==> src/verilog/rxsc_pkg.sv <==
package rxsc_pkg;
  localparam int          RXSC_MAX_FRAME     = 1518;   // Frame too long threshold, bytes
  localparam int          RXSC_TYPE_LIMIT    = 1500;   // Length/type above this is a type
  localparam int          RXSC_TYPE_MIN_LEN  = 14;     // Runt limit for the type bit
  localparam int          RXSC_RUNT_LEN      = 64;     // Collision window, bytes
  localparam int          RXSC_WDOG_BYTES    = 2048;   // Watchdog limit, within 2048..2560
  localparam int          RXSC_DRIB_MII      = 4;      // Leftover bits reported in MII mode
  localparam int          RXSC_DRIB_10M      = 3;      // Least leftover bits in 10 Mbps mode
  localparam int          RXSC_LEN_W         = 14;
  localparam int          RXSC_ES_POS        = 15;
  localparam int          RXSC_RUNT_POS      = 11;
  localparam int          RXSC_LONG_POS      = 7;
  localparam int          RXSC_LATE_POS      = 6;
  localparam int          RXSC_TYPE_POS      = 5;
  localparam int          RXSC_WDOG_POS      = 4;
  localparam int          RXSC_MIIERR_POS    = 3;
  localparam int          RXSC_DRIB_POS      = 2;
  localparam int          RXSC_CRC_POS       = 1;
  localparam logic [15:0] RXSC_STATUS_RESET  = 16'h0000;

  // One received byte or the frame's end marker from the MAC receive path
  typedef struct packed {
    logic       byte_valid;   // Data byte present
    logic [7:0] data;         // Byte value
    logic       rx_er;        // Receive error seen with this beat
    logic       collision;    // Collision seen with this beat
    logic       frame_end;    // Last beat of the frame
    logic [2:0] extra_bits;   // Leftover bits after the last whole byte
    logic       crc_bad;      // Frame check sequence mismatch
  } rxsc_beat_t;

  typedef struct packed {
    logic [RXSC_LEN_W-1:0] length;   // Frame length, bytes
    logic [15:0]           status;   // Lower status half
  } rxsc_status_t;
endpackage : rxsc_pkg

==> src/verilog/rxsc_skid.sv <==
`timescale 1ns/1ps
module rxsc_skid #(
  parameter int WIDTH = 8
) (
  input  wire logic             sys_clk,    // System clock
  input  wire logic             reset,      // Synchronous reset, high
  input  wire logic             in_valid,   // Word offered
  output logic                  in_ready,   // Room for a word
  input  wire logic [WIDTH-1:0] in_data,    // Offered word
  output logic                  out_valid,  // Word held
  input  wire logic             out_ready,  // Receiver takes the word
  output logic      [WIDTH-1:0] out_data    // Head word
);
  logic [WIDTH-1:0] mem [2];
  logic             rd_ptr;
  logic             wr_ptr;
  logic [1:0]       count;
  logic             push;
  logic             pop;

  assign in_ready  = (count != 2'h2);
  assign out_valid = (count != 2'h0);
  assign push      = in_valid && in_ready;
  assign pop       = out_valid && out_ready;
  assign out_data  = mem[rd_ptr];

  always_ff @(posedge sys_clk) begin
    if (push) begin
      mem[wr_ptr] <= in_data;
    end
  end

  always_ff @(posedge sys_clk) begin
    if (reset) begin
      rd_ptr <= 1'b0;
      wr_ptr <= 1'b0;
      count  <= 2'h0;
    end else begin
      if (push) begin
        wr_ptr <= ~wr_ptr;
      end
      if (pop) begin
        rd_ptr <= ~rd_ptr;
      end
      count <= count + {1'b0, push} - {1'b0, pop};
    end
  end
endmodule : rxsc_skid

==> src/verilog/rxsc_rx_status.sv <==
`timescale 1ns/1ps
// Operation
// - Status bits 9:8 and 0 always read zero.
// - Bit 7 set for frames over 1518 bytes; frame never truncated.
// - Bit 6 set on collision after the collision window.
// - Bit 5 set when length/type above 1500; never for frames under 14 bytes.
// - Bit 4 set when the frame runs past the watchdog byte limit.
// - Bit 3 set when RX_ER seen anywhere in the frame.
// - Bit 2 set for 4 leftover bits in MII, at least 3 at 10 Mbps.
// - Dribbling bit forced clear when late collision is flagged.
// - Bit 1 set on FCS mismatch or any RX_ER during the frame.
// - Host ignores CRC bit for runts, late collisions, watchdog expiry.
// - One stopped pulse once the receiver really halts after disable.
// - Receiver keeps running after the error flag rises.
// - Error flag on data underrun, status underrun or status overrun.
// - Bit 15 is the OR of bits 11, 7, 6 and 1.
module rxsc_rx_status
  import rxsc_pkg::*;
#(
  parameter int WDOG_BYTES = RXSC_WDOG_BYTES
) (
  input  wire logic                  sys_clk,                 // System clock, 200 MHz
  input  wire logic                  reset,                   // Synchronous reset, high
  input  wire rxsc_pkg::rxsc_beat_t  beat,                    // Receive beat from MII side
  output logic                       beat_ready,              // Beat accepted this cycle
  input  wire logic                  mode_10m,                // 10 Mbps operating mode
  input  wire logic                  receive_enable_bit,      // Receiver enable
  output logic                       receiver_stopped_pulse,  // One-cycle halt pulse
  output logic                       receiver_running,        // Receiver active
  output rxsc_pkg::rxsc_status_t     status_word,             // Head status word
  output logic                       status_valid,            // Status word available
  input  wire logic                  status_ready,            // Downstream takes word
  input  wire logic                  data_fifo_underrun,      // Host read empty data FIFO
  input  wire logic                  status_fifo_underrun,    // Host read empty status FIFO
  input  wire logic                  error_clear,             // Clear error flag
  output logic                       receiver_error_flag      // Sticky receiver error
);
  import rxsc_pkg::*;

  typedef enum logic [1:0] {RXSC_STOPPED, RXSC_IDLE, RXSC_FRAME, RXSC_DRAIN} rxsc_state_t;

  rxsc_state_t           state;
  rxsc_state_t           next_state;
  logic [RXSC_LEN_W-1:0] byte_count;
  logic [15:0]           type_field;
  logic                  late_col;
  logic                  mii_err;
  logic                  wdog;
  logic                  ovf_drop;
  logic                  frame_beat;
  logic                  push_valid;
  logic                  push_ready;
  rxsc_status_t          push_word;
  logic [RXSC_LEN_W-1:0] final_len;
  logic                  status_overrun;
  logic                  err_event;
  logic                  halting;

  // Beats are consumed as long as a frame is open, even if its status slot is full
  // A disabled idle receiver opens no new frame
  assign frame_beat = (state == RXSC_FRAME) ||
                      (state == RXSC_IDLE && receive_enable_bit && beat.byte_valid);
  assign beat_ready = frame_beat || state == RXSC_DRAIN;
  assign final_len  = byte_count + RXSC_LEN_W'(beat.byte_valid);

  always_comb begin
    next_state = state;
    case (state)
      RXSC_STOPPED: if (receive_enable_bit) next_state = RXSC_IDLE;
      RXSC_IDLE: begin
        if (!receive_enable_bit) next_state = RXSC_STOPPED;
        else if (beat.byte_valid && !beat.frame_end) next_state = RXSC_FRAME;
      end
      RXSC_FRAME: begin
        if (beat.frame_end) next_state = receive_enable_bit ? RXSC_IDLE : RXSC_STOPPED;
      end
      default: next_state = RXSC_STOPPED;
    endcase
  end

  always_ff @(posedge sys_clk) begin
    if (reset) begin
      state <= RXSC_STOPPED;
    end else begin
      state <= next_state;
    end
  end

  // Pulse only on a real halt, never while a frame is open
  always_ff @(posedge sys_clk) begin
    if (reset) begin
      receiver_stopped_pulse <= 1'b0;
    end else begin
      receiver_stopped_pulse <= halting;
    end
  end

  // Stop counts only once the open frame has closed
  assign halting          = (state != RXSC_STOPPED) && (next_state == RXSC_STOPPED);
  assign receiver_running = (state != RXSC_STOPPED);

  // Per-frame accumulation; counter saturates rather than truncating the frame
  // Collisions between frames go unseen; only frame beats are checked
  always_ff @(posedge sys_clk) begin
    if (reset) begin
      byte_count <= '0;
      type_field <= 16'h0000;
      late_col   <= 1'b0;
      mii_err    <= 1'b0;
      wdog       <= 1'b0;
    end else if (frame_beat && beat.frame_end) begin
      byte_count <= '0;
      type_field <= 16'h0000;
      late_col   <= 1'b0;
      mii_err    <= 1'b0;
      wdog       <= 1'b0;
    end else if (frame_beat) begin
      if (beat.byte_valid && byte_count != '1) begin
        byte_count <= byte_count + RXSC_LEN_W'(1);
      end
      if (beat.byte_valid && byte_count == RXSC_LEN_W'(12)) begin
        type_field[15:8] <= beat.data;
      end
      if (beat.byte_valid && byte_count == RXSC_LEN_W'(13)) begin
        type_field[7:0] <= beat.data;
      end
      if (beat.collision && byte_count >= RXSC_LEN_W'(RXSC_RUNT_LEN)) begin
        late_col <= 1'b1;
      end
      if (beat.rx_er) begin
        mii_err <= 1'b1;
      end
      if (byte_count >= RXSC_LEN_W'(WDOG_BYTES)) begin
        wdog <= 1'b1;
      end
    end
  end

  // Status word assembled from the accumulated flags plus the final beat
  logic [15:0] st;
  logic        lc_now;
  logic        er_now;
  logic        drib;
  logic        type_now;
  logic [15:0] type_seen;
  logic        wdog_now;
  logic        runt_now;
  always_comb begin
    lc_now   = late_col ||
               (beat.collision && byte_count >= RXSC_LEN_W'(RXSC_RUNT_LEN));
    er_now   = mii_err || beat.rx_er;
    drib     = mode_10m ? (beat.extra_bits >= 3'(RXSC_DRIB_10M))
                        : (beat.extra_bits == 3'(RXSC_DRIB_MII));
    // Low type byte may still be on the bus in the closing beat
    type_seen = {type_field[15:8],
                 (byte_count == RXSC_LEN_W'(13)) ? beat.data : type_field[7:0]};
    type_now  = (final_len >= RXSC_LEN_W'(RXSC_TYPE_MIN_LEN)) &&
                (type_seen > 16'(RXSC_TYPE_LIMIT));
    wdog_now  = wdog || (final_len > RXSC_LEN_W'(WDOG_BYTES));
    runt_now  = final_len < RXSC_LEN_W'(RXSC_RUNT_LEN);
    st = RXSC_STATUS_RESET;
    st[RXSC_RUNT_POS]   = runt_now;
    st[RXSC_LONG_POS]   = final_len > RXSC_LEN_W'(RXSC_MAX_FRAME);
    st[RXSC_LATE_POS]   = lc_now;
    st[RXSC_TYPE_POS]   = type_now;
    st[RXSC_WDOG_POS]   = wdog_now;
    st[RXSC_MIIERR_POS] = er_now;
    st[RXSC_DRIB_POS]   = drib && !lc_now;
    st[RXSC_CRC_POS]    = beat.crc_bad || er_now;
    st[RXSC_ES_POS]     = st[RXSC_RUNT_POS] | st[RXSC_LONG_POS] |
                          st[RXSC_LATE_POS] | st[RXSC_CRC_POS];
  end

  assign push_valid     = frame_beat && beat.frame_end;
  assign push_word      = '{length: final_len, status: st};
  assign status_overrun = push_valid && !push_ready;
  // Either FIFO underrun or a status overrun; reception itself is never held off
  assign err_event      = data_fifo_underrun || status_fifo_underrun || ovf_drop;

  // Flagged a cycle after the lost push, keeping it off the ready path
  always_ff @(posedge sys_clk) begin
    if (reset) begin
      ovf_drop <= 1'b0;
    end else begin
      ovf_drop <= status_overrun;
    end
  end

  // Sticky; a new event in the clearing cycle wins. Reception is never blocked.
  always_ff @(posedge sys_clk) begin
    if (reset) begin
      receiver_error_flag <= 1'b0;
    end else if (err_event) begin
      receiver_error_flag <= 1'b1;
    end else if (error_clear) begin
      receiver_error_flag <= 1'b0;
    end
  end

  // Two slots let a finished word wait while the next frame streams in
  rxsc_skid #(
    .WIDTH ($bits(rxsc_status_t))
  ) u_status_buf (
    .sys_clk   (sys_clk),
    .reset     (reset),
    .in_valid  (push_valid),
    .in_ready  (push_ready),
    .in_data   (push_word),
    .out_valid (status_valid),
    .out_ready (status_ready),
    .out_data  (status_word)
  );
endmodule : rxsc_rx_status

==> config.mk <==
export PLATFORM = sky130hd
export DESIGN_NAME = rxsc_rx_status
export DESIGN_NICKNAME = d
export VERILOG_FILES = /design/src/verilog/rxsc_pkg.sv /design/src/verilog/rxsc_skid.sv /design/src/verilog/rxsc_rx_status.sv
export SDC_FILE = /design/constraint.sdc
export NUM_CORES = 1
export LEC_CHECK = 0
export ABC_AREA = 1
export BUFFER_PORTS_ARGS = -buffer_cell sky130_fd_sc_hd__buf_2
export CAP_MARGIN = 20
export CORE_MARGIN = 8
export CORE_UTILIZATION = 45
export CTS_CLUSTER_DIAMETER = 100
export CTS_CLUSTER_SIZE = 25
export DETAILED_ROUTE_END_ITERATION = 8
export PLACE_DENSITY = 0.7
export SLEW_MARGIN = 40
export SYNTH_ARGS = -nofsm -noshare
export SYNTH_HDL_FRONTEND = slang
export SYNTH_SLANG_ARGS = --single-unit
==> constraint.sdc <==
create_clock -name sys_clk -period 3.3 [get_ports sys_clk]
set_input_delay 0.33 -clock sys_clk [delete_from_list [all_inputs] [get_ports sys_clk]]
set_output_delay 0.33 -clock sys_clk [all_outputs]
set_load 0.005 [all_outputs]
==> results of run 1 <==
-- Yosys cell counts (2+ instances only) --
cell	n
sky130_fd_sc_hd__buf_6	2
sky130_fd_sc_hd__ha_1	7
sky130_fd_sc_hd__o21ai_1	5
sky130_fd_sc_hd__a211oi_1	3
sky130_fd_sc_hd__dfxtp_1	43
sky130_fd_sc_hd__buf_4	9
sky130_fd_sc_hd__mux2_2	23
sky130_fd_sc_hd__nand3_1	37
sky130_fd_sc_hd__nor2_4	12
sky130_fd_sc_hd__o21ai_0	14
sky130_fd_sc_hd__nand2_1	81
sky130_fd_sc_hd__inv_2	5
sky130_fd_sc_hd__nor3_1	12
sky130_fd_sc_hd__nor2_1	49
sky130_fd_sc_hd__nand2_2	17
sky130_fd_sc_hd__buf_1	2
sky130_fd_sc_hd__xor2_1	6
sky130_fd_sc_hd__inv_1	58
sky130_fd_sc_hd__nand4_1	5
sky130_fd_sc_hd__a211oi_2	2
sky130_fd_sc_hd__edfxtp_1	46
sky130_fd_sc_hd__nand3_2	3
sky130_fd_sc_hd__nand2_4	4
sky130_fd_sc_hd__nor2_2	5
sky130_fd_sc_hd__a21oi_1	26
-- power by group through the flow --
stage | sequential, mW | combinational (mW) | clock [mW]
6_report | 1.22 | 0.261 | 0.700
5_1_grt | 1.22 | 0.294 | 0.746
4_1_cts | 1.22 | 0.267 | 0.722
3_5_place_dp | 1.24 | 0.265 | 0
3_3_place_gp | 1.24 | 0.260 | 0
2_1_floorplan | 1.22 | 0.188 | 0
-- worst max path at each step --
| stage | slack, ps | end | cells after the start | start |
|---|---|---|---|---|
| global route | 840 | u_status_buf.mem[1][8] | 13 | byte_count[0] |
| floorplan | 850 | u_status_buf.mem[1][0] | 8 | state[0] |
| detailed placement | 1040 | u_status_buf.mem[0][3] | 14 | beat[15] |
| finish | 1110 | u_status_buf.mem[0][3] | 13 | byte_count[0] |
| CTS | 1110 | u_status_buf.mem[0][4] | 13 | byte_count[0] |
| global placement | 1130 | u_status_buf.mem[0][4] | 14 | beat[15] |
-- placed cells by master (no fill, tap or decap), drive strengths merged, types with 7 or more instances in the layout --
cell type / count
nor3: 13
conb: 7
a21oi: 26
buf: 53
mux2: 23
nand2: 102
clkbuf: 9
o21ai: 19
nand3: 41
ha: 7
inv: 69
edfxtp: 46
dfxtp: 43
nor2: 66
-- worst min-delay path, delay by kind of cell --
family,cells,cell delay [ps]
compound gates,1,60
buf+inv,2,120
-- layer usage --
| metal | track usage | vias up | part of all wire |
|---|---|---|---|
| li1 | - | 1737 | - |
| met1 | 0.174 | 1606 | 0.45 |
| met2 | 0.254 | 82 | 0.49 |
| met3 | 0.0229 | 12 | 0.043 |
| met4 | 0.0545 | 0 | 0.015 |
| met5 | 0 | - | 0 |
-- cells by family after synthesis --
family | share of synthesized area
and+or+nand+nor | 0.266
DFF | 0.498
buffers and inverters | 0.0776
AOI/OAI and AO/OA | 0.0681
muxes | 0.0576
adders and majority gates | 0.0195
xor gates and xnor gates | 0.0117
other | 0.000833
-- sequential cells by signal (all words and copies together) (netlist names), 2 cells and up, named ones only --
signal and flops:
type_field 16, byte_count 14, state 2, u_status_buf.count 2
u_status_buf.mem 46
-- area by class of cell --
type / instances / area, sq um / share of cell area
Timing Repair Buffer: 53 / 270 / 0.0536
Clock buffer: 9 / 124 / 0.0246
Tap cell: 133 / 166 / 0.0330
Multi-Input combinational cell: 331 / 1940 / 0.384
Sequential cell: 89 / 2240 / 0.445
Clock inverter: 7 / 58.8 / 0.0117
Inverter: 64 / 243 / 0.0482
-- per-stage QoR --
| stage | hold slack (ps) | instances |
|---|---|---|
| finish | 166 | 686 |
| global route | 174 | 686 |
| CTS | 153 | 686 |
| detailed placement | 428 | 670 |
| global placement | 423 | 670 |
| floorplan | 401 | 499 |
==> results.txt, run 1 <==
----------------------------------------------------
[Outcome]
  Status ... finished, final reports clean

[Yosys]
  Unique masters post-synth ... 42
  Count of flip-flops with a built-in enable after synthesis ... between 40 and 50
  Sequential share of the synthesized area ... 0.498
  Top cells by area in the synthesized netlist ... sky130_fd_sc_hd__edfxtp_1 (31%), sky130_fd_sc_hd__dfxtp_1 (19%), sky130_fd_sc_hd__nand2_1 (6.8%), sky130_fd_sc_hd__mux2_2 (5.8%), sky130_fd_sc_hd__inv_1 (4.8%)
  Netlist area before placement ... 4500 sq um
  Most frequently used flop master after synthesis ... sky130_fd_sc_hd__edfxtp_1
  Avg Synthesized Cell Area ... around 9.1 sq um
  Yosys synthesis warning count ... 0
  Largest area contributor in the netlist ... sky130_fd_sc_hd__edfxtp_1
  Async set-reset flop share out of synthesis ... 0
  FF+latch count, synth ... 89
  Synth top area share ... 0.307
  Gate count of the mapped netlist ... about 490

[STA]
  RSZ-0062 raised after global routing ... no
  Highest achievable clock rate ... 0.457 GHz
  Setup TNS Final ... 0 ps
  Largest clock skew in the final design ... 11.5 ps
  Min Tclk post-route ... 2190 ps
  Final hold vios ... 0
  Max Transition Viols Final ... 0
  Slew at the pin closest to its max-slew limit ... between 500 and 600 ps
  Number of endpoints failing setup at the final stage ... 0
  Fin crit share ... 0.663
  Headroom to the max-slew limit ... 0.638
  Final WS setup ... approximately 1100 ps

[Layout]
  Fill cells ... ~940
  Final-stage net count ... just under 600
  Antenna fix cells ... 0
  Finished Cell Area ... between 5000 and 6000 sq um
  Proportion of layout cells with a drive suffix above 1 ... 0.269
  Layout Utilization ... 0.518
  Area growth, synth to finish ... 12.0%

[Min path]
  Critical hold path startpoint ... status_fifo_underrun
  Hold Path Cell Cnt ... 3
  Hold worst-path end ... receiver_error_flag
  Path class of the lowest-slack min-delay path ... input port to flip-flop

[Route]
  Mean routed wirelength per cell ... between 10 and 15 microns
  DRC errors left ... 0
  Number of nets still failing antenna checks after routing ... 0
  TritonRoute pass-1 iters ... 4
  Via Count ... around 3.4k
  Iteration-0 DRC Markers ... between 200 and 300
  Post-Route WL ... slightly above 9000 microns
  Vias per Instance ... between 5 and 6

[Pwr]
  Net switching component of the power ... about 0.57 mW
  Int Power ... approximately 1.6 mW
  Total power after layout ... ~2.2 mW
  Clk pwr share ... 0.321
  Maximum resistive drop on vdd ... about 230 uV
  Part of the power in registers ... 0.559
  Switching Fraction ... 0.264
  Part of the power in combinational logic ... 0.120
  Standby leakage power ... 2.03 nW
  Power Density ... roughly 430 nW/um^2

[Floorplan]
  Std-Cell Core Area ... between 9000 and 10000 sq um
  Starting utilization of the core area ... 0.462
  Top Ports ... 59
  Die Area ... 13500 sq um
  Site Rows ... 36
  Vertical die dimension ... 116 microns
  Width of the die ... roughly 120 microns

[GRT]
  Total gr overflow ... 0
  Vias in the first global route ... 3368
  Largest net degree at the start of global routing ... 24
  First-pass GRT wire length ... around 16000 microns
  Total global-route track usage ... 0.145
  Number of antenna violations at the first check in global routing ... 0

[Clock tree]
  Clock edge transition at the registers on the reported setup and hold paths ... 100 ps
  CTS tree ... yes
  Number of buffers inserted for hold repair after clock tree synthesis ... 0
  Clock sink count ... about 90
  Setup Buffers After CTS ... 0
  Bufs on Longest Clock Path ... 2
  Clock insertion delay at the later pin of the skew report ... 360 ps
  Number of gates given a new drive strength after cts ... 0
  Depth of the CTS H-tree ... 3
  CTS Buf Count ... 9
  Root buffer cell ... sky130_fd_sc_hd__clkbuf_8

[Worst setup path]
  Critical Setup Path Class ... flip-flop to flip-flop
  Required time reported for the critical path endpoint ... around 3400 ps
  R2R Path Start ... byte_count[0]
  Slowest stage delay, CP ... between 400 and 500 ps
  Critical path's slowest cell ... sky130_fd_sc_hd__dfxtp_1
  Startpoint types ... flip-flop
  Endpoint type of the worst setup path ... flip-flop
  Cell family contributing the most delay on the critical path ... simple AND/OR/NAND/NOR gates
  Worst Reg2Reg Path Length in Cells ... 13
  CP dominant cell by count ... sky130_fd_sc_hd__nand2_1
  Number of buffer and inverter instances along the worst setup path ... 1
  Register-to-register setup slack ... between 1000 and 1500 ps
  Highest net fanout along the worst path ... 6
  Worst Path Arrival ... 2320 ps
  Reg-to-Reg End ... u_status_buf.mem[0][3]
  Cells along the critical path ... ha_1 > ha_1 > inv_1 > nor2_4 > nand2_1 > nand2_1 > nand2_2 > nor2_1 > nand3_2 > nor2_1 > nand2_1 > nand2_1 > nand2_1

[Run]
  Max Cap Violations ... 0

[Placement]
  Placed Instance Area ... just under 5000 sq um
  Final HPWL from detailed placement ... between 7000 and 8000 microns
  Number of buffer cells added on primary ports ... 51
  Final weighted congestion of routability-driven global placement ... between 0.9 and 1
  Post-placement worst setup slack ... between 1000 and 1500 ps

----------------------------------------------------
No activity file was read; power rests on OpenSTA's default activity.
==> run 2, diff against run 1 <==
--- a/config.mk
+++ b/config.mk
@@ -13,7 +13,7 @@
 export CTS_CLUSTER_DIAMETER = 100
 export CTS_CLUSTER_SIZE = 25
 export DETAILED_ROUTE_END_ITERATION = 8
-export PLACE_DENSITY = 0.7
+export PLACE_DENSITY = 0.72
 export SLEW_MARGIN = 40
 export SYNTH_ARGS = -nofsm -noshare
 export SYNTH_HDL_FRONTEND = slang
==> constraint.sdc (replaced) <==
create_clock -name sys_clk -period 1.8 [get_ports sys_clk]
set_input_delay 0.18 -clock sys_clk [delete_from_list [all_inputs] [get_ports sys_clk]]
set_output_delay 0.18 -clock sys_clk [all_outputs]
set_load 0.005 [all_outputs]
==> results.txt, run 2 (synthesis results as in run 1) <==
----------------------------------------------------
[Outcome]
  Status ... finished with violations
  Violated checks ... negative setup slack

[GRT]
  Vias in the first global route ... 3774 (+12%)
  First-pass GRT wire length ... 16600 microns (+6.4%)
  Number of antenna violations at the first check in global routing ... 0 (unchanged)
  Largest net degree at the start of global routing ... 24 (unchanged)
  Total global-route track usage ... 0.154 (+0.00943)
  Total gr overflow ... 0 (unchanged)

[Placement]
  Final weighted congestion of routability-driven global placement ... 0.901 (-3.6%)
  Post-placement worst setup slack ... -112 ps (-1150 ps)
  Number of buffer cells added on primary ports ... 51 (unchanged)
  Placed Instance Area ... 5210 sq um (+7.2%)
  Cell count after placement ... 706 (+5.4%)
  Final HPWL from detailed placement ... 7590 microns (+7.0%)

[Layout]
  Post-route insts no fill ... 728 (+6.1%)
  Layout Utilization ... 0.571 (+0.0532)
  Top library cells by usage in the layout, fill and taps aside ... sky130_fd_sc_hd__nand2_1 (74), sky130_fd_sc_hd__inv_1 (55), sky130_fd_sc_hd__buf_2 (51), sky130_fd_sc_hd__edfxtp_1 (46)
  Proportion of layout cells with a drive suffix above 1 ... 0.376 (+0.107)
  Area of all sequential standard cells ... 2250 sq um (+0.39%)
  Number of flip-flops under the largest register name ... 46 (unchanged)
  Area taken by multi-input logic gates ... 2090 sq um (+8.1%)
  Most frequent standard cell in the layout excluding fill and tap cells ... sky130_fd_sc_hd__nand2_1
  Final-stage net count ... 621 (+7.3%)
  Largest registers ... u_status_buf.mem x46, type_field x16, byte_count x14
  Largest register by flop count ... u_status_buf.mem
  Finished Cell Area ... 5560 sq um (+10%)
  Area growth, synth to finish ... 23.6%
  Fill cells ... 884 (-5.8%)
  Antenna fix cells ... 0 (unchanged)

[Floorplan]
  Starting utilization of the core area ... 0.462 (unchanged)
  Width of the die ... 116 microns (unchanged)
  Site Rows ... 36 (unchanged)
  Die Area ... 13500 sq um (unchanged)
  Std-Cell Core Area ... 9730 sq um (unchanged)
  Vertical die dimension ... 116 microns (unchanged)
  Top Ports ... 59 (unchanged)

[STA]
  Highest achievable clock rate ... 0.530 GHz (+16%)
  Largest clock skew in the final design ... 9.27 ps (-2.21 ps)
  Min Tclk post-route ... 1890 ps (-302 ps)
  RSZ-0062 raised after global routing ... yes
  Setup TNS Final ... -671 ps (-671 ps)
  Final WS setup ... -85.5 ps (-1200 ps)
  Number of endpoints failing setup at the final stage ... 10 (+10)
  Final hold vios ... 0 (unchanged)
  Fin crit share ... 1.05 (+0.385)
  Max Transition Viols Final ... 0 (unchanged)

[Clock tree]
  Clock insertion delay at the later pin of the skew report ... 360 ps (about the same)
  Clock edge transition at the registers on the reported setup and hold paths ... 90 ps (about the same)
  CTS Buf Count ... 9 (unchanged)
  Depth of the CTS H-tree ... 3 (unchanged)
  CTS tree ... yes
  Root buffer cell ... sky130_fd_sc_hd__clkbuf_8
  Bufs on Longest Clock Path ... 2 (unchanged)
  Number of buffers inserted for hold repair after clock tree synthesis ... 0 (unchanged)
  Clock sink count ... 89 (unchanged)

[Pwr]
  Power Density ... 724 nW/um^2 (+68%)
  Maximum resistive drop on vdd ... 353 uV (+54%)
  Standby leakage power ... 2.27 nW (+12%)

[Worst setup path]
  Required time reported for the critical path endpoint ... 1910 ps (-1520 ps)
  Critical Setup Path Class ... flip-flop to flip-flop
  Reg-to-Reg End ... u_status_buf.mem[1][8]
  Slowest stage delay, CP ... 350 ps (-70 ps)
  Highest net fanout along the worst path ... 5 (-1)
  Critical path's slowest cell ... sky130_fd_sc_hd__dfxtp_2
  Cells along the critical path ... ha_4 > ha_4 > inv_4 > nor2_4 > nand3_1 > nand2_4 > nor2_4 > nand3_4 > nor2_4 > buf_4 > nor2_1 > nand2_1
  Worst Reg2Reg Path Length in Cells ... 12 (-1)
  Endpoint type of the worst setup path ... flip-flop
  R2R Path Start ... byte_count[0]
  Register-to-register setup slack ... -90 ps (-1200 ps)
  CP dominant cell by count ... sky130_fd_sc_hd__nor2_4
  Worst Path Arrival ... 1990 ps (-330 ps)
  Critical path origin ... byte_count[0]
  Startpoint types ... flip-flop

[Min path]
  Hold worst-path end ... receiver_error_flag
  Path class of the lowest-slack min-delay path ... input port to flip-flop
  Hold Path Cell Cnt ... 3 (unchanged)
  Critical hold path startpoint ... data_fifo_underrun

[Route]
  Iteration-0 DRC Markers ... 194 (-23%)
  Vias per Instance ... 4.94 (-1.4%)
  DRC errors left ... 0 (unchanged)
  Number of nets still failing antenna checks after routing ... 0 (unchanged)
  Via Count ... 3598 (+4.7%)
  Mean routed wirelength per cell ... 14.1 microns (+3.6%)
  Post-Route WL ... 10200 microns (+10%)
  TritonRoute pass-1 iters ... 5 (+1)

[Run]
  Max Cap Violations ... 0 (unchanged)

----------------------------------------------------
## run 2: cell count changes in the layout (fill, tap and decap cells not counted), moves of 3 or more
| cell | previous run | this run |
|---|---|---|
| sky130_fd_sc_hd__nand3_1 | 37 | 33 |
| sky130_fd_sc_hd__inv_1 | 58 | 55 |
| sky130_fd_sc_hd__nor2_4 | 12 | 18 |
| sky130_fd_sc_hd__nor3_2 | 1 | 5 |
| sky130_fd_sc_hd__nor2_1 | 47 | 41 |
| sky130_fd_sc_hd__dfxtp_2 | 1 | 8 |
| sky130_fd_sc_hd__nand2_1 | 81 | 74 |
| sky130_fd_sc_hd__nand2_2 | 17 | 22 |
| sky130_fd_sc_hd__buf_4 | 2 | 41 |
| sky130_fd_sc_hd__nand3_2 | 3 | 6 |
| sky130_fd_sc_hd__dfxtp_1 | 42 | 35 |
| sky130_fd_sc_hd__nor3_1 | 12 | 8 |
| sky130_fd_sc_hd__buf_12 | 0 | 3 |
## run 2: worst max path at each step
stage	end	slack (ps)
2_1_floorplan	u_status_buf.mem[1][0]	10
3_3_place_gp	u_status_buf.mem[1][4]	10
3_5_place_dp	u_status_buf.mem[0][3]	-110
4_1_cts	u_status_buf.mem[1][8]	-20
5_1_grt	u_status_buf.mem[1][8]	-170
6_report	u_status_buf.mem[1][8]	-90
## run 2: power breakdown
group          internal (mW)  switching, mW
registers               2.16         0.0207
clock network          0.552          0.732
logic                  0.277          0.284
## run 2: layout make-up
| class | count | area share |
|---|---|---|
| Timing Repair Buffer | 95 | 0.112 |
| Multi-Input combinational cell | 331 | 0.377 |
| Clock buffer | 11 | 0.0254 |
| Sequential cell | 89 | 0.405 |
| Inverter | 64 | 0.0441 |
| Tap cell | 133 | 0.0299 |
| Clock inverter | 5 | 0.00675 |
## run 2: what timing repair did
| item | 4_1_cts | 5_1_grt |
|---|---|---|
| setup buffers | 3 | 3 |
| pin swaps | 15 | 17 |
| resized for setup | 14 | 26 |
| endpoints found under the setup margin | 8 | 48 |
## run 2: metal layers
metal / GRT usage / wire, microns / vias up
met5: 0 / 0 / -
met4: 0.0683 / 270 / 0
met3: 0.0365 / 575 / 24
met2: 0.276 / 5120 / 105
met1: 0.170 / 4270 / 1653
li1: - / - / 1816
## run 2: stage by stage
step                power (mW)  hold slack, ps
global route              4.19            36.8
CTS                       4.05            15.2
finish                    4.02            26.3
global placement          2.77             390
detailed placement        2.79             399
floorplan                 2.58             251
## run 2: critical path, delay by kind of cell, from the launching register on
kind	cells	cell delay, ps
AND/OR/NAND/NOR	8	780
flip-flops	1	350
adder cells (fa/ha/maj)	2	330
buffers and inverters	2	180
==> run 3, diff against run 2 <==
--- a/config.mk
+++ b/config.mk
@@ -9,11 +9,11 @@
 export BUFFER_PORTS_ARGS = -buffer_cell sky130_fd_sc_hd__buf_2
 export CAP_MARGIN = 20
 export CORE_MARGIN = 8
-export CORE_UTILIZATION = 45
+export CORE_UTILIZATION = 30
 export CTS_CLUSTER_DIAMETER = 100
 export CTS_CLUSTER_SIZE = 25
 export DETAILED_ROUTE_END_ITERATION = 8
-export PLACE_DENSITY = 0.72
+export PLACE_DENSITY = 0.54
 export SLEW_MARGIN = 40
 export SYNTH_ARGS = -nofsm -noshare
 export SYNTH_HDL_FRONTEND = slang
==> results.txt, run 3 (synthesis results as in run 1) <==
----------------------------------------------------
[Route]
  Number of nets still failing antenna checks after routing ... 0 (unchanged)
  DRC errors left ... 0 (unchanged)
  Post-Route WL ... 10500 microns (+2.3%)
  Iteration-0 DRC Markers ... 156 (-20%)
  Mean routed wirelength per cell ... 13.3 microns (-5.4%)
  Via Count ... 3554 (-1.2%)
  TritonRoute pass-1 iters ... 4 (-1)
  Vias per Instance ... 4.52 (-8.6%)

[Worst setup path]
  Endpoint type of the worst setup path ... flip-flop
  Critical Setup Path Class ... flip-flop to flip-flop
  Startpoint types ... flip-flop
  Register-to-register setup slack ... -40 ps (+50 ps)
  Reg-to-Reg End ... u_status_buf.mem[0][7]
  Worst Reg2Reg Path Length in Cells ... 10 (-2)
  Highest net fanout along the worst path ... 5 (unchanged)
  Worst Path Arrival ... 1930 ps (-60 ps)
  Required time reported for the critical path endpoint ... 1900 ps (about the same)
  R2R Path Start ... byte_count[3]
  End point of the critical path ... u_status_buf.mem[0][7]
  Critical path origin ... byte_count[3]

[Floorplan]
  Std-Cell Core Area ... 14600 sq um (+50%)
  Starting utilization of the core area ... 0.308 (-0.154)
  Vertical die dimension ... 138 microns (+19%)
  Die Area ... 19200 sq um (+43%)
  Top Ports ... 59 (unchanged)
  Width of the die ... 138 microns (+19%)
  Site Rows ... 44 (+22%)

[Clock tree]
  CTS tree ... yes
  Number of buffers inserted for hold repair after clock tree synthesis ... 0 (unchanged)
  Bufs on Longest Clock Path ... 2 (unchanged)
  Depth of the CTS H-tree ... 3 (unchanged)
  CTS Buf Count ... 9 (unchanged)
  Clock sink count ... 89 (unchanged)
  Clock edge transition at the registers on the reported setup and hold paths ... 60 ps (-30 ps)
  Root buffer cell ... sky130_fd_sc_hd__clkbuf_16
  Clock insertion delay at the later pin of the skew report ... 340 ps (-20 ps)

[GRT]
  Met1 capacity usage during global routing ... 0.126 (-0.0439)
  Number of antenna violations at the first check in global routing ... 0 (unchanged)
  Largest net degree at the start of global routing ... 24 (unchanged)
  First-pass GRT wire length ... 17200 microns (+4.0%)
  Global-route met3 utilization ... 0.0325 (-0.00394)
  Global routing usage on met2 ... 0.183 (-0.0933)
  Vias in the first global route ... 3585 (-5.0%)
  GRT Max-Usage Layer ... met2
  Total global-route track usage ... 0.110 (-0.0446)
  Total gr overflow ... 0 (unchanged)

[Layout]
  Top library cells by usage in the layout, fill and taps aside ... sky130_fd_sc_hd__nand2_1 (75), sky130_fd_sc_hd__inv_1 (55), sky130_fd_sc_hd__buf_2 (51), sky130_fd_sc_hd__buf_4 (48), sky130_fd_sc_hd__edfxtp_1 (46)
  Area taken by multi-input logic gates ... 2040 sq um (-2.7%)
  Number of flip-flops under the largest register name ... 46 (unchanged)
  Largest register by flop count ... u_status_buf.mem
  Finished Cell Area ... 5740 sq um (+3.3%)
  Largest registers ... u_status_buf.mem x46, type_field x16, byte_count x14
  Proportion of layout cells with a drive suffix above 1 ... 0.375 (-0.00168)
  Final-stage net count ... 629 (+1.3%)
  Antenna fix cells ... 0 (unchanged)
  Fill cells ... 1437 (+63%)
  Most frequent standard cell in the layout excluding fill and tap cells ... sky130_fd_sc_hd__nand2_1
  Area growth, synth to finish ... 27.6%
  Area of all sequential standard cells ... 2250 sq um (about the same)

[STA]
  Max Transition Viols Final ... 0 (unchanged)
  Largest clock skew in the final design ... 6.63 ps (-2.63 ps)
  Min Tclk post-route ... 1840 ps (-50.0 ps)
  Fin crit share ... 1.02 (-0.0278)
  Final hold vios ... 0 (unchanged)
  Number of endpoints failing setup at the final stage ... 8 (-2)
  Final WS setup ... -35.5 ps (+50.0 ps)
  RSZ-0062 raised after global routing ... yes
  Highest achievable clock rate ... 0.545 GHz (+2.7%)

[Outcome]
  Status ... finished with violations
  Violated checks ... negative setup slack

[Run]
  Max Cap Violations ... 0 (unchanged)

[Min path]
  Path class of the lowest-slack min-delay path ... input port to flip-flop
  Hold Path Cell Cnt ... 3 (unchanged)

[Pwr]
  Power Density ... 797 nW/um^2 (+10%)
  Maximum resistive drop on vdd ... 361 uV (+2.3%)
  Standby leakage power ... 2.34 nW (+2.9%)
  Total power after layout ... 4.58 mW (+14%)

[Placement]
  Final HPWL from detailed placement ... 7820 microns (+3.1%)
  Placed Instance Area ... 5320 sq um (+2.1%)
  Number of buffer cells added on primary ports ... 51 (unchanged)
  Final weighted congestion of routability-driven global placement ... 0.842 (-6.5%)

----------------------------------------------------
==> run 3: final cells by class <==
class,count,area share
multi-input combinational,331,0.355
sequential,89,0.392
clock inverter,5,0.0100
inverter,64,0.0427
tap,184,0.0401
timing repair buffer,103,0.120
clock buffer,11,0.0405
==> run 3: worst min path at each step <==
stage | startpoint | endpoint | slack, ps
after global placement | data_fifo_underrun | receiver_error_flag | 390
after floorplan | reset | u_status_buf.count[0] | 250
final | data_fifo_underrun | receiver_error_flag | 50
after global routing | status_fifo_underrun | receiver_error_flag | 40
after CTS | data_fifo_underrun | receiver_error_flag | 30
after detailed placement | data_fifo_underrun | receiver_error_flag | 400
==> run 3: through the flow <==
step	util	setup TNS [ps]	setup WS, ps	hold WS [ps]	instances
final	0.393	-203	-35.5	52.5	787
after global placement	0.364	-97.0	-25.2	389	763
after detailed placement	0.364	-622	-107	399	763
after CTS	0.386	0	0.297	33.8	779
after global routing	0.393	-1320	-158	43.9	787
after floorplan	-	0	11.5	251	499
==> run 3: layer usage <==
metal / routed length (microns) / share of wire
met5: 0 / 0
met4: 160 / 0.015
met3: 455 / 0.043
met2: 5030 / 0.48
met1: 4830 / 0.46
==> run 3: critical path, cell delays in order, from the launching register on <==
cell,delay (ps)
sky130_fd_sc_hd__dfxtp_1,490
sky130_fd_sc_hd__nand2_4,140
sky130_fd_sc_hd__nor2_4,180
sky130_fd_sc_hd__buf_4,130
sky130_fd_sc_hd__nand3_1,70
sky130_fd_sc_hd__nand2_1,110
sky130_fd_sc_hd__nand2_4,80
sky130_fd_sc_hd__nand3_4,100
sky130_fd_sc_hd__nor2_4,40
sky130_fd_sc_hd__buf_4,120
sky130_fd_sc_hd__buf_4,120
==> run 3: power by group <==
part           internal (mW)  switching (mW)  leakage (nW)  total, mW
Sequential              2.16          0.0215         0.767       2.18
Combinational          0.285           0.289          1.44      0.573
Clock                   1.07           0.748         0.132       1.82
Total                   3.52            1.06          2.34       4.58
==> run 3: what timing repair did <==
item | 4_1_cts | 5_1_grt
resized for setup | 10 | 20
setup buffers | 0 | 8
pin swaps | 3 | 10
setup endpoints to repair | 8 | 39
